**src/design/fault_blink_consts.vh**
```
`ifndef FAULT_BLINK_CONSTS_VH
`define FAULT_BLINK_CONSTS_VH
// ==========================================
// timing
`define CLK_HZ 10000000
`define BURST_PERIOD_S 3
`define BURST_PERIOD_CYC (`CLK_HZ * `BURST_PERIOD_S)
// short enough that seven blinks leave a clear gap in each period
`define BLINK_ON_MS 150
`define BLINK_OFF_MS 150
`define BLINK_ON_CYC (`CLK_HZ / 1000 * `BLINK_ON_MS)
`define BLINK_OFF_CYC (`CLK_HZ / 1000 * `BLINK_OFF_MS)
// ==========================================
// fault codes, value is blink count
`define CODE_NONE 3'h0
`define CODE_OVER_CURRENT 3'h1
`define CODE_OVER_VOLTAGE 3'h2
`define CODE_UNDER_VOLTAGE 3'h3
`define CODE_POSITION 3'h7
// ==========================================
// supply threshold, in 0.1 V
`define OVER_VOLTAGE_LIMIT 10'h226
`endif

```
**src/design/fault_latch.v**
```verilog
`include "fault_blink_consts.vh"
module fault_latch (
    input wire clk,
    input wire rst_n,
    input wire over_current,
    input wire over_voltage,
    input wire under_voltage,
    input wire position_error,
    output reg [2:0] code_q
);
    // ==========================================
    // first fault wins; same-cycle ties by severity
    always @(posedge clk or negedge rst_n)
    begin
        if (!rst_n)
            code_q <= `CODE_NONE;
        else if (code_q == `CODE_NONE)
        begin
            if (over_current)
                code_q <= `CODE_OVER_CURRENT;
            else if (over_voltage)
                code_q <= `CODE_OVER_VOLTAGE;
            else if (under_voltage)
                code_q <= `CODE_UNDER_VOLTAGE;
            else if (position_error)
                code_q <= `CODE_POSITION;
        end
    end
endmodule

```
**src/design/fault_blink_indicator.v**
```verilog
`include "fault_blink_consts.vh"
// Behaviour
// green lamp on after power-up
// red lamp blinks while fault latched
// blink count 1,2,3,7 per fault
// burst repeats every 3 seconds
// over-voltage above 55 V
// fault held until power cycle
// only first fault latched and shown
module fault_blink_indicator #(
    parameter PERIOD_CYC = `BURST_PERIOD_CYC,
    parameter ON_CYC = `BLINK_ON_CYC,
    parameter OFF_CYC = `BLINK_OFF_CYC
) (
    input wire clk,
    input wire rst_n,
    input wire over_current,
    input wire [9:0] supply_decivolts,
    input wire under_voltage,
    input wire position_error,
    output reg green_led_q,
    output reg red_led_q,
    output reg fault_q,
    output reg [2:0] fault_code_q
);
    // counters sized for the full burst period at the system clock
    localparam CNT_W = 25;
    localparam [CNT_W-1:0] CNT_ZERO = 25'h0;
    localparam [CNT_W-1:0] CNT_ONE = 25'h1;
    localparam [CNT_W-1:0] PERIOD_W = PERIOD_CYC[CNT_W-1:0];
    localparam [CNT_W-1:0] ON_W = ON_CYC[CNT_W-1:0];
    localparam [CNT_W-1:0] OFF_W = OFF_CYC[CNT_W-1:0];
    localparam [1:0] S_IDLE = 2'h0;
    localparam [1:0] S_ON = 2'h1;
    localparam [1:0] S_OFF = 2'h2;
    localparam [1:0] S_GAP = 2'h3;

    reg over_voltage_d;
    reg over_voltage_q;
    wire [2:0] code;
    reg [1:0] state_q;
    reg [1:0] state_d;
    reg [CNT_W-1:0] period_q;
    reg [CNT_W-1:0] period_d;
    reg [CNT_W-1:0] step_q;
    reg [CNT_W-1:0] step_d;
    reg [2:0] left_q;
    reg [2:0] left_d;
    reg red_d;
    reg fault_d;
    reg [2:0] fault_code_d;

    // ==========================================
    // helpers
    // true in the last cycle of a count that starts at zero
    function last_cycle;
        input [CNT_W-1:0] count;
        input [CNT_W-1:0] length;
        begin
            last_cycle = (count == length - CNT_ONE);
        end
    endfunction

    function [CNT_W-1:0] count_up;
        input [CNT_W-1:0] count;
        begin
            count_up = count + CNT_ONE;
        end
    endfunction

    function has_fault;
        input [2:0] fault_code;
        begin
            has_fault = (fault_code != `CODE_NONE);
        end
    endfunction

    // ==========================================
    // detection
    // compare is registered, so over-voltage latches one cycle after the rest
    always @*
    begin
        over_voltage_d = (supply_decivolts > `OVER_VOLTAGE_LIMIT);
    end

    always @(posedge clk or negedge rst_n)
    begin
        if (!rst_n)
            over_voltage_q <= 1'b0;
        else
            over_voltage_q <= over_voltage_d;
    end

    // reset only from power-on, so latch clears on power cycle alone
    fault_latch u_latch (
        .clk(clk),
        .rst_n(rst_n),
        .over_current(over_current),
        .over_voltage(over_voltage_q),
        .under_voltage(under_voltage),
        .position_error(position_error),
        .code_q(code)
    );

    // ==========================================
    // period counter
    // restarts with each burst, so the cadence never drifts
    always @*
    begin
        period_d = count_up(period_q);
        if (state_q == S_IDLE || last_cycle(period_q, PERIOD_W))
            period_d = CNT_ZERO;
    end

    // ==========================================
    // blink sequencer
    // limitation: code * (ON_CYC + OFF_CYC) must stay below PERIOD_CYC
    always @*
    begin
        state_d = state_q;
        step_d = step_q;
        left_d = left_q;
        red_d = red_led_q;
        case (state_q)
            S_IDLE:
            begin
                red_d = 1'b0;
                step_d = CNT_ZERO;
                if (has_fault(code))
                begin
                    state_d = S_ON;
                    left_d = code;
                    red_d = 1'b1;
                end
            end
            S_ON:
            begin
                step_d = count_up(step_q);
                if (last_cycle(step_q, ON_W))
                begin
                    red_d = 1'b0;
                    step_d = CNT_ZERO;
                    left_d = left_q - 3'h1;
                    if (left_q == 3'h1)
                        state_d = S_GAP;
                    else
                        state_d = S_OFF;
                end
            end
            S_OFF:
            begin
                step_d = count_up(step_q);
                if (last_cycle(step_q, OFF_W))
                begin
                    red_d = 1'b1;
                    step_d = CNT_ZERO;
                    state_d = S_ON;
                end
            end
            S_GAP:
            begin
                if (last_cycle(period_q, PERIOD_W))
                begin
                    red_d = 1'b1;
                    left_d = code;
                    step_d = CNT_ZERO;
                    state_d = S_ON;
                end
            end
            default:
            begin
                state_d = S_IDLE;
                red_d = 1'b0;
            end
        endcase
    end

    // ==========================================
    // fault status
    // status follows the latch one cycle late, in step with the red lamp
    always @*
    begin
        fault_d = has_fault(code);
        fault_code_d = code;
    end

    // ==========================================
    // sequencer registers
    always @(posedge clk or negedge rst_n)
    begin
        if (!rst_n)
        begin
            state_q <= S_IDLE;
            period_q <= CNT_ZERO;
            step_q <= CNT_ZERO;
            left_q <= 3'h0;
        end
        else
        begin
            state_q <= state_d;
            period_q <= period_d;
            step_q <= step_d;
            left_q <= left_d;
        end
    end

    // ==========================================
    // lamp and status outputs
    // every output is a flop, so the lamps never glitch on decode
    always @(posedge clk or negedge rst_n)
    begin
        if (!rst_n)
        begin
            green_led_q <= 1'b0;
            red_led_q <= 1'b0;
            fault_q <= 1'b0;
            fault_code_q <= `CODE_NONE;
        end
        else
        begin
            green_led_q <= 1'b1;
            red_led_q <= red_d;
            fault_q <= fault_d;
            fault_code_q <= fault_code_d;
        end
    end
endmodule

```
**config.mk**
```make
export PLATFORM = sky130hd
export DESIGN_NAME = fault_blink_indicator
export DESIGN_NICKNAME = d
export VERILOG_FILES = /design/src/design/fault_latch.v /design/src/design/fault_blink_indicator.v
export VERILOG_INCLUDE_DIRS = /design/src /design/src/design
export SDC_FILE = /design/constraint.sdc
export NUM_CORES = 1
export LEC_CHECK = 0
export BUFFER_PORTS_ARGS = -buffer_cell sky130_fd_sc_hd__buf_2
export CAP_MARGIN = 20
export CORE_MARGIN = 2
export CORE_UTILIZATION = 50
export CTS_CLUSTER_SIZE = 12
export DETAILED_ROUTE_END_ITERATION = 8
export PLACE_DENSITY = 0.78
export SLEW_MARGIN = 20
export SYNTH_ARGS = -nofsm -noshare
export SYNTH_HDL_FRONTEND = slang
export SYNTH_SLANG_ARGS = --single-unit
```
**constraint.sdc**
```tcl
create_clock -name clk -period 6.2 [get_ports clk]
set_input_delay 0.31 -clock clk [delete_from_list [all_inputs] [get_ports clk]]
set_output_delay 0.31 -clock clk [all_outputs]
set_load 0.01 [all_outputs]
```
### Word-level counts from Yosys, hierarchy flattened

Index checks and enable logic that the tools add are counted.
Widths: inputs -> output; s select.

* register bits after elaboration: 65
* bits of input ports: 15

* equal/unequal tests: 10
* order comparisons: 1
* $add $sub $neg: 3
* muxes and demuxes: 23
* reductions and logical operators: 11

Operators with widths (number)
* $mux 25: 3
* $pmux 25 s3: 1
* $add 25x1->25 const B: 2
* $eq 25x21->1 const B: 1
* $eq 25x25->1 const B: 1
* $mux 3: 7
* $gt 10x10->1 const B: 1
* $pmux 3 s3: 1
* $mux 2: 4
* $ne 2x2->1 const B: 4
* $pmux 2 s4: 1
* $reduce_and 4->1: 2
* $reduce_bool 3->1: 2
* $mux 1: 5
* $eq 2x2->1 const B: 2
* $pmux 1 s4: 1
* $reduce_bool 4->1: 1
* $eq 3x1->1 const B: 1
* $logic_not 3->1: 1
* $reduce_and 3->1: 1
* $sub 3x1->3 const B: 1
* $eq 2x1->1 const B: 1
* $logic_not 2->1: 1
* $reduce_and 2->1: 1
* other kinds (2): 2

### Depth between registers and ports, before layout

Gate-level depths: netlist of the first run.

* word-level depth: 4
* mapped depth: 8
* gate-level depth less buffers: 7

### Cells and area by module

Synthesis of the first run repeated with hierarchy kept, for this count alone.

* cells, all modules: 363
* area, all modules: 3538.4 µm²

Modules (own cells, without submodules)
* fault_blink_indicator: cells each 350, area each 3397.0 µm², instances 1
* fault_latch: cells each 13, area each 141.4 µm², instances 1

### Least setup slack after synthesis of the first run

Ideal clock, no wire load.

* path type: register -> register
* start point: register period_q[11]
* end point: register left_q[1]
* library setup time: 125 ps
* data arrival time: 2039 ps
* stages on the path, launching flop included: 7
* path buffers: 1
* data required time: 6075 ps
* path slack: 4037 ps
* cell sequence: dfrtp_1 nor4b_2 nand4_1 o41a_1 buf_2 nor3_2 mux2_2

* longest elaborated chain between the ends: 3

Ends and longest elaborated chain
* start, declared: line fault_blink_indicator.v:43 `reg [CNT_W-1:0] period_q;`
* start signal, assigned: line fault_blink_indicator.v:201 `period_q <= period_d;`
* $eq 25x25->1: line fault_blink_indicator.v:60 `last_cycle = (count == length - CNT_ONE);`
* $ne 2x2->1 (no source line)
* $reduce_and 4->1 (no source line)
* end signal, assigned: line fault_blink_indicator.v:203 `left_q <= left_d;`
* end, declared: line fault_blink_indicator.v:47 `reg [2:0] left_q;`

Every way passes these cells.
A chain may end at the register's enable or synchronous reset.

### Worst setup path in the final report of the first run

* start point: register period_q[11]
* end point: register step_q[9]

* longest elaborated chain between the ends: 2

Ends and longest elaborated chain
* $eq 25x25->1: line fault_blink_indicator.v:60
* $ne 2x2->1 (no source line)
* end signal, assigned: line fault_blink_indicator.v:202 `step_q <= step_d;`
* end, declared: line fault_blink_indicator.v:45 `reg [CNT_W-1:0] step_q;`

Every way passes these cells.

==> run metrics, run 1 <==
outcome=finished, final reports clean; Crit path arrival time=3.04 ns; worst r2r src=period_q[11]; Max Fclk=approximately 360 MHz; Routed WL per cell=around 16 um; Clock Latency Late Sink=0.35 ns; Hold Violations, Final=0; flop-to-flop setup slack=between 3 and 4 ns; IO Port Bufs=20; Tot Pwr=786 uW; clock transition at the registers of the reported paths=0.07 ns; CTS max path bufs=2; layout cells sized above 1=0.128; leakage=approximately 0.0017 uW; TNS Setup=0 ns; Max-Cap Viols=0; routed wire length=7360 um; syn_nets=385; total track usage=0.207; post-route cell area=3840 um^2; top-area cell type share of the netlist area=0.470; Final min period=approximately 2.8 ns; die height=a little under 90 um; Vias=approximately 2,800; post-synthesis async set-or-reset flop share=1.00; Worst Max-Slew Pin Slew=between 1 and 1.5 ns; Ant. Diodes=0; Post-synth EDFFs=0; most common flop cell mapped by yosys=dfrtp_1; biggest area consumer among synthesized cells=dfrtp_1; post-route clock period utilization=0.444; Clock Sinks=65; die width=87.2 um; GR Overflow Total=0; # IOs=21; syn avg cell area=between 9 and 10 um^2; WP data required=roughly 6.5 ns; DRT iter0 DRCs=between 100 and 150; worst rel slew slack=0.312; critical-path cell list=nor4b_2, nand4_1, o41a_1, buf_4, nor2_1, a22o_1; slowest stage cell, crit path=nor2_1; initial antenna violation count=0; fill count=about 620; Pre-antenna DRT Iters=4; RR Endpoint=step_q[9]; vias per cell=roughly 6.0; pwr/cell area=around 200 nW/um^2; top-count cell post-synth=dfrtp_1; first-pass GRT wire length=between 10,000 and 15,000 um; core area=6760 um^2; Worst VDD drop=between 150 and 200 uV; # nets final=just over 400; Synthesis Warnings=0; largest net degree at the start of global routing=66; Worst Setup Start Kind=flip-flop; H-tree depth=3; TritonCTS clock tree=built; GP Congestion=0.831; Seq cells post-synth=65; Post-Synthesis Cell Area=3460 um^2; endpoints failing setup=0; fin util=0.569; Post-CTS Setup Inserts=0; sequential fraction of the synthesis area=0.470; worst setup path category=flip-flop to flip-flop; hold_buf cts=0; Initial Util=0.512; hold crit path type=primary input to asynchronous set/reset pin; root buffer cell=clkbuf_8; CTS Buf Count=9; top post-synthesis cells by area=dfrtp_1, nor2_1, a22o_1; synth unique cells=52; Post-Syn Instances=~360; # rows=30; hpwl dp=between 5000 and 6000 um; CP max stage delay=0.77 ns; Synth top cells by count=dfrtp_1, nor2_1, inv_1; Max FO, Critical Path=33; Final ANT Viol Nets=0; Register-to-Register Path Depth=6; RSZ-0062 raised after global routing=no; clk_skew=approximately 0.0083 ns; Placement Cell Area=~3700 um^2; PostCTS Resize Cnt=0; Slew Viols, Final=0; vias in the first global route=about 2,600; Layout area overhead=11.1%; endpoint class of the critical path=flip-flop; Residual DRC=0; die area=around 7600 um^2
## power by group
group / internal [uW] / total, uW / switching, uW / leakage (uW)
sequential: 425 / 425 / 0.438 / 0.000837
combinational: 4.63 / 15.1 / 10.5 / 0.000792
clock: 181 / 346 / 165 / 0.0000909
## flip-flops by register name, summed over array words and instances, names as in the netlist
| name | cells |
|---|---|
| period_q | 25 |
| step_q | 25 |
| fault_code_q | 3 |
| left_q | 3 |
| u_latch.code_q | 3 |
| state_q | 2 |
| fault_q | 1 |
| green_led_q | 1 |
| over_voltage_q | 1 |
| red_led_q | 1 |
## per-layer routing
layer / wire, um / global-route usage / vias up
met3: 328 / 0.0569 / 7
li1: - / - / 1360
met5: 0 / 0 / -
met2: 3660 / 0.332 / 62
met1: 3310 / 0.270 / 1374
met4: 63 / 0.0769 / 0
## layout by cell type, fill, tap and decap left out, types with 3 or more instances in the layout
master | netlist | layout
dfrtp_1 | 65 | 65
nor2_1 | 46 | 46
inv_1 | 23 | 23
buf_2 | 3 | 20
nand4_1 | 19 | 19
nand3_1 | 19 | 19
nand2_1 | 18 | 18
nor3_1 | 16 | 16
xor2_1 | 15 | 15
a22o_1 | 15 | 15
o21ai_0 | 14 | 14
a21oi_1 | 12 | 12
ha_1 | 9 | 9
clkbuf_8 | 0 | 9
xnor2_1 | 8 | 8
nor4_1 | 7 | 7
a21o_1 | 7 | 7
or4_1 | 6 | 6
buf_4 | 1 | 5
and3_1 | 4 | 4
or3_1 | 4 | 4
mux2i_1 | 4 | 4
nor2b_1 | 3 | 3
or4b_1 | 3 | 3
clkinv_2 | 0 | 3
## how the worst max path moves through the flow
stage	end	startpoint
after floorplan	left_q[1]	period_q[11]
after global placement	step_q[22]	period_q[11]
after detailed placement	step_q[15]	period_q[0]
after CTS	step_q[15]	period_q[11]
after global routing	step_q[2]	period_q[11]
final	step_q[9]	period_q[11]
## worst max-delay path: cells and delay by family, from the launching register on
family	cells	cell delay (ns)
AND/OR/NAND/NOR	3	1.31
AO/OA/AOI/OAI	2	0.70
flip-flops	1	0.42
buffers and inverters	1	0.25
## logic make-up (layout without fill, tap and decap cells)
logic type / after synthesis / count (layout) / synth area share
other cells: 1 / 1 / 0.00108
fa+ha+maj: 9 / 9 / 0.0326
buf+inv: 33 / 63 / 0.0380
mux: 7 / 7 / 0.0213
flops: 65 / 65 / 0.470
xor+xnor: 23 / 23 / 0.0582
simple gates: 156 / 156 / 0.240
compound gates: 67 / 67 / 0.139
## per-stage QoR
step | hold WS [ns] | worst slack (ns) | std cells
finish | 0.120 | 3.45 | 471
global route | 0.175 | 3.20 | 471
CTS | 0.157 | 3.44 | 471
detailed placement | 0.425 | 3.47 | 456
global placement | 0.387 | 3.62 | 456
floorplan | 0.0144 | 4.04 | 361
## area by class of cell
class / instances / area [um^2] / area share
repair buffers: 25 / 138 / 0.0358
well taps: 80 / 100 / 0.0260
inverters: 23 / 86.3 / 0.0225
flip-flops and latches: 65 / 1630 / 0.423
clock inverters: 6 / 60.1 / 0.0156
clock buffers: 9 / 124 / 0.0322
multi-input cells: 263 / 1710 / 0.445
Power figures use the tool's default switching activity.
==> run 2, diff against run 1 <==
Settings changed: ABC_AREA set to 1, PLACE_DENSITY 0.78 to 0.8.
Clock period 6.2 ns to 2.42 ns, I/O delays scaled along.
==> run 2 against run 1 <==
  * Final area is 12% higher
  * Wire length is 17% higher
  * Cell count is 44% higher
  * Synthesized cell count is 50% higher
  * Largest cell class unchanged
  * Critical path type unchanged
  * Non-clock buffer count is 1 lower
  * Register-to-register slack worse by 2.8 ns
==> run metrics, run 2 <==
Slew Viols, Final=0 (unchanged); Synth top cells by count=nand2_1, nor2_1, inv_1; CP max stage delay=0.38 ns (-0.39 ns); # rows=32 (+6.7%); Clock Sinks=65 (unchanged); Ant. Diodes=0 (unchanged); CTS max path bufs=2 (unchanged); Crit path arrival time=2.06 ns (-0.98 ns); WHS Endpoint=over_voltage_q; Max FO, Critical Path=13 (-61%); total track usage=0.223 (+0.0153); most frequent cells in the layout=nand2_1, nor2_1, inv_1; post-route cell area=4300 um^2 (+12%); die width=92.1 um (+5.7%); RSZ-0062 raised after global routing=no; worst setup path category=flip-flop to flip-flop; TritonCTS clock tree=built; die height=92.1 um (+5.7%); slowest stage cell, crit path=dfrtp_1; first-pass GRT wire length=15,100 um (+23%); post-route clock period utilization=0.752 (+0.308); H-tree depth=3 (unchanged); Pre-antenna DRT Iters=5 (+1); Seq cells post-synth=65 (unchanged); GR Overflow Total=0 (unchanged); endpoints failing setup=0 (unchanged); Synthesis Warnings=0 (unchanged); CP most frequent cell=nand2_2; Routed WL per cell=12.8 um (-18%); sequential fraction of the synthesis area=0.419 (-0.0512); # nets final=595 (+45%); vias per cell=5.24 (-12%); root buffer cell=clkbuf_8; Vias=3,553 (+27%); TNS Setup=0 ns (unchanged); pwr/cell area=485 nW/um^2 (+140%); most common flop cell mapped by yosys=dfrtp_1; clk_skew=0.0120 ns (+0.00369 ns); synth unique cells=38 (-27%); largest net degree at the start of global routing=39 (-41%); top-area cell type share of the netlist area=0.419 (-0.0512); biggest area consumer among synthesized cells=dfrtp_1; Post-Syn Instances=542 (+50%); endpoint class of the critical path=flip-flop; CTS Buf Count=9 (unchanged); Max Fclk=550 MHz (+51%); GP Congestion=0.977 (+18%); Post-synth EDFFs=0 (unchanged); Hold Path Stages=2; Register-to-Register Path Depth=10 (+4); post-synthesis async set-or-reset flop share=1.00 (unchanged); Initial Util=0.510 (-0.00168); leakage=0.00205 uW (+19%); routed wire length=8650 um (+17%); outcome=finished, final reports clean; # IOs=21 (unchanged); Final min period=1.82 ns (-0.932 ns); Layout area overhead=10.7%; die area=8490 um^2 (+12%); core area=7610 um^2 (+13%); hold crit path type=primary input to flip-flop; hpwl dp=6420 um (+27%); worst r2r src=period_q[0]; clock transition at the registers of the reported paths=0.08 ns (about the same); Worst Setup Start Kind=flip-flop; layout cells sized above 1=0.104 (-0.0237); Post-CTS Setup Inserts=0 (unchanged); Post-Synthesis Cell Area=3880 um^2 (+12%); Top Registers=period_q (25), step_q (25); worst rel slew slack=0.422 (+0.109); flop-to-flop setup slack=0.60 ns (-2.85 ns); DRT iter0 DRCs=261 (+150%); Max-Cap Viols=0 (unchanged); RR Endpoint=period_q[11]; HP Start=supply_decivolts[9]; Placement Cell Area=4080 um^2 (+11%); commonest non-fill, non-tap cell in the layout=nand2_1; vias in the first global route=3,359 (+27%); initial antenna violation count=0 (unchanged); Hold WS=0.0179 ns (-0.103 ns); Hold Violations, Final=0 (unchanged); IO Port Bufs=20 (unchanged); Residual DRC=0 (unchanged); Worst VDD drop=421 uV (+170%); syn_nets=566 (+47%); top-count cell post-synth=nand2_1; Worst Max-Slew Pin Slew=0.867 ns (-0.155 ns); Final ANT Viol Nets=0 (unchanged); WP data required=2.66 ns (-3.82 ns); Clock Latency Late Sink=0.35 ns (about the same); critical-path cell list=ha_1, nand2_2, nor2_4, nand2_1, nor2_1, nand2_2, nand2_2, inv_2, o21ai_1, a21oi_1; syn avg cell area=7.16 um^2 (-25%); top post-synthesis cells by area=dfrtp_1, nand2_1, nor2_1
## run 2: per-stage QoR
step	std cells	power, uW	util	setup WS, ns
global placement	660	1150	0.536	0.682
global route	678	2160	0.565	0.437
detailed placement	660	1150	0.536	0.624
finish	678	2090	0.565	0.600
CTS	678	2100	0.565	0.615
floorplan	542	1110	-	0.913
## run 2: critical path: cells and delay by family, from the launching register on
kind | cells | cell delay, ns
AO/OA/AOI/OAI | 2 | 0.17
flip-flops | 1 | 0.38
buffers and inverters | 1 | 0.18
adder cells (fa/ha/maj) | 1 | 0.20
AND/OR/NAND/NOR | 6 | 0.76
## run 2: power by group
part	switching, uW	internal, uW	leakage [uW]
clock	471	486	0.0000977
sequential	0.402	1090	0.000853
combinational	27.9	14.7	0.00109
total	499	1590	0.00205
## run 2: logic make-up (layout without fill, tap and decap cells)
| family | count (synthesis) | after routing | share of synthesized area |
|---|---|---|---|
| other | 1 | 1 | 0.000966 |
| AND/OR/NAND/NOR | 317 | 317 | 0.358 |
| AO/OA/AOI/OAI | 60 | 60 | 0.0844 |
| XOR/XNOR | 11 | 11 | 0.0248 |
| adder cells (fa/ha/maj) | 9 | 9 | 0.0290 |
| buffers and inverters | 79 | 113 | 0.0835 |
| flip-flops | 65 | 65 | 0.419 |
## run 2: final cells by class
cell class / count / area (um^2)
flip-flops and latches: 65 / 1630
clock inverters: 7 / 78.8
inverters: 73 / 274
well taps: 102 / 128
repair buffers: 24 / 135
fillers: 716 / 3310
clock buffers: 9 / 124
multi-input cells: 398 / 1930
## run 2: what timing repair did
action | 4_1_cts | 5_1_grt
hold buffers | 2 | 0
endpoints found under the hold margin | 37 | 0
gates resized for setup | 0 | 0
## run 2: how the worst max path moves through the flow
stage	endpoint	cells past startpoint	startpoint	slack, ns
final	period_q[11]	10	period_q[0]	0.60
after global routing	period_q[3]	10	period_q[0]	0.44
after CTS	period_q[5]	10	period_q[0]	0.62
after detailed placement	period_q[5]	10	period_q[0]	0.62
after global placement	period_q[19]	10	period_q[0]	0.68
after floorplan	period_q[19]	11	period_q[0]	0.91
## run 2: metal layers
metal | routed length [um] | GRT usage
met5 | 0 | 0
met2 | 4150 | 0.373
met3 | 381 | 0.0345
met4 | 235 | 0.104
met1 | 3880 | 0.282
==> run 3, diff against run 2 <==
Settings changed: PLACE_DENSITY 0.8 to 0.77.
Clock period 2.42 ns to 1.9 ns, I/O delays scaled along.
==> run 3 against run 2 <==
  * Worst setup slack worse by 0.44 ns
  * Non-clock buffer count is 6 higher
  * Combinational power grew 36%
  * First-iteration DRC count rose by 0.38%
  * Core utilization rose by 1.1 points
  * Clock power up 27%
  * Clock skew shrank 0.0027 ns
  * Register-to-register slack lost 0.44 ns
  * Final area rose by 2.0%
  * Sequential cell count unchanged
  * Via count grew 1.4%
  * Clock-buffer cell count is 1 higher
  * Critical path type unchanged
==> run metrics, run 3 (synthesis gave the netlist of run 2 again) <==
outcome=finished, final reports clean; endpoints failing setup=0 (unchanged); PnR worst setup slack=0.165 ns (-0.436 ns); GR Overflow Total=0 (unchanged); switching share of power=0.229 (-0.00983); Max FO, Critical Path=7 (-6); Slew Viols, Final=0 (unchanged); TritonCTS clock tree=built; die height=92.1 um (unchanged); hpwl dp=6630 um (+3.3%); endpoint class of the critical path=flip-flop; Residual DRC=0 (unchanged); die width=92.1 um (unchanged); post-route cell area=4380 um^2 (+2.0%); Hold Path Stages=4 (+2); vias in the first global route=3,461 (+3.0%); clk_skew=0.00932 ns (-0.00265 ns); combinational power share=0.022 (+0.002); commonest non-fill, non-tap cell in the layout=nand2_1; post-route clock period utilization=0.913 (+0.161); Placement Cell Area=4100 um^2 (+0.68%); Internal=2050 uW (+29%); leakage=0.00208 uW (+1.8%); Ant. Diodes=0 (unchanged); Crit path arrival time=1.99 ns (-0.07 ns); largest net degree at the start of global routing=66 (+69%); worst rel slew slack=0.671 (+0.250); initial antenna violation count=0 (unchanged); HP Start=under_voltage; most frequent cells in the layout=nand2_1, nor2_1, inv_1; Initial Util=0.510 (unchanged); DRT iter0 DRCs=262 (+0.38%); Pre-antenna DRT Iters=5 (unchanged); # rows=32 (unchanged); Hold Violations, Final=0 (unchanged); Clock Sinks=65 (unchanged); TNS Setup=0 ns (unchanged); die area=8490 um^2 (unchanged); vias per cell=5.26 (+0.34%); Final ANT Viol Nets=0 (unchanged); CTS max path bufs=2 (unchanged); H-tree depth=3 (unchanged); Worst Max-Slew Pin Slew=0.489 ns (-0.378 ns); IO Port Bufs=20 (unchanged); register share of total power=0.520 (about the same); # nets final=602 (+1.2%); CTS Buf Count=9 (unchanged); Clock Latency Late Sink=0.36 ns (about the same); worst slack at placement=0.174 ns (-0.450 ns); worst r2r src=step_q[0]; Worst VDD drop=377 uV (-11%); worst setup path category=flip-flop to flip-flop; # IOs=21 (unchanged); clock transition at the registers of the reported paths=0.08 ns (about the same); root buffer cell=clkbuf_8; Crit. Startpoint=step_q[0]; WP data required=2.16 ns (-0.50 ns); Final min period=1.74 ns (-0.0843 ns); layout cells sized above 1=0.115 (+0.0108); Top Registers=period_q (25), step_q (25); RSZ-0062 raised after global routing=no; total track usage=0.234 (+0.0116); clock network fraction of design power=0.458 (about the same); Routed WL per cell=13.4 um (+5.0%); hold crit path type=primary input to flip-flop; GP Congestion=0.925 (-5.3%); pwr/cell area=608 nW/um^2 (+25%); Max-Cap Viols=0 (unchanged); Register-to-Register Path Depth=12 (+2); Worst Setup Start Kind=flip-flop; Tot Pwr=2660 uW (+28%); Vias=3,602 (+1.4%); routed wire length=9170 um (+6.0%); Max Fclk=576 MHz (+4.9%); first-pass GRT wire length=15,900 um (+5.2%); sw power=611 uW (+22%); Layout area overhead=12.9%; core area=7610 um^2 (unchanged)
[run 3: layout make-up]
class                           instances  area [um^2]
Sequential cell                        65         1630
Timing Repair Buffer                   30          198
Fill cell                             716         3230
Clock buffer                           10          138
Multi-Input combinational cell        399         1950
Tap cell                              102          128
Clock inverter                          6         65.1
Inverter                               73          279
[run 3: what timing repair did]
action                                  in CTS  in global routing
resized for setup                            0                  4
buffers inserted                             0                  2
hold buffers                                 4                  0
endpoints found under the hold margin       67                  0
endpoints found under the setup margin       0                  8
[run 3: worst max-delay path: stages, from the launching register on]
cell	delay [ns]
dfrtp_1	0.40
ha_1	0.25
nand2_1	0.10
nor2_1	0.15
nand2_1	0.08
nor2_2	0.11
nand2_2	0.09
nand2_2	0.13
inv_1	0.09
nand2_4	0.10
inv_2	0.04
nand2_1	0.05
nand2_1	0.04
[run 3: worst paths after layout]
check / end / slack [ns]
min in group asynchronous: period_q[23] / 0.26
hold reg to reg: fault_code_q[2] / 0.41
setup / recovery: step_q[18] / 0.16
hold / removal: u_latch.code_q[2] / 0.03
setup reg to reg: step_q[18] / 0.16
max in group asynchronous: step_q[15] / 1.33
[run 3: through the flow]
| stage | util | cells | hold slack [ns] |
|---|---|---|---|
| 3_3_place_gp | 0.539 | 662 | 0.134 |
| 6_report | 0.576 | 685 | 0.0297 |
| 4_1_cts | 0.571 | 682 | 0.0199 |
| 5_1_grt | 0.576 | 685 | 0.104 |
| 2_1_floorplan | - | 542 | -0.201 |
| 3_5_place_dp | 0.539 | 662 | 0.144 |
[run 3: power by group through the flow]
stage	clock network [uW]	logic [uW]	registers [uW]
final	1220	57.9	1390
after global routing	1290	68.8	1390
after global placement	0	52.6	1410
after floorplan	0	4.87	1410
after CTS	1240	61.2	1390
after detailed placement	0	54.2	1410
[run 3: metal layers]
layer	track usage	wire length, um	vias up	share of wire
li1	-	-	1795	-
met2	0.384	4380	125	0.48
met1	0.306	4050	1658	0.44
met3	0.0419	507	24	0.055
met4	0.0995	227	0	0.025
met5	0	0	-	0
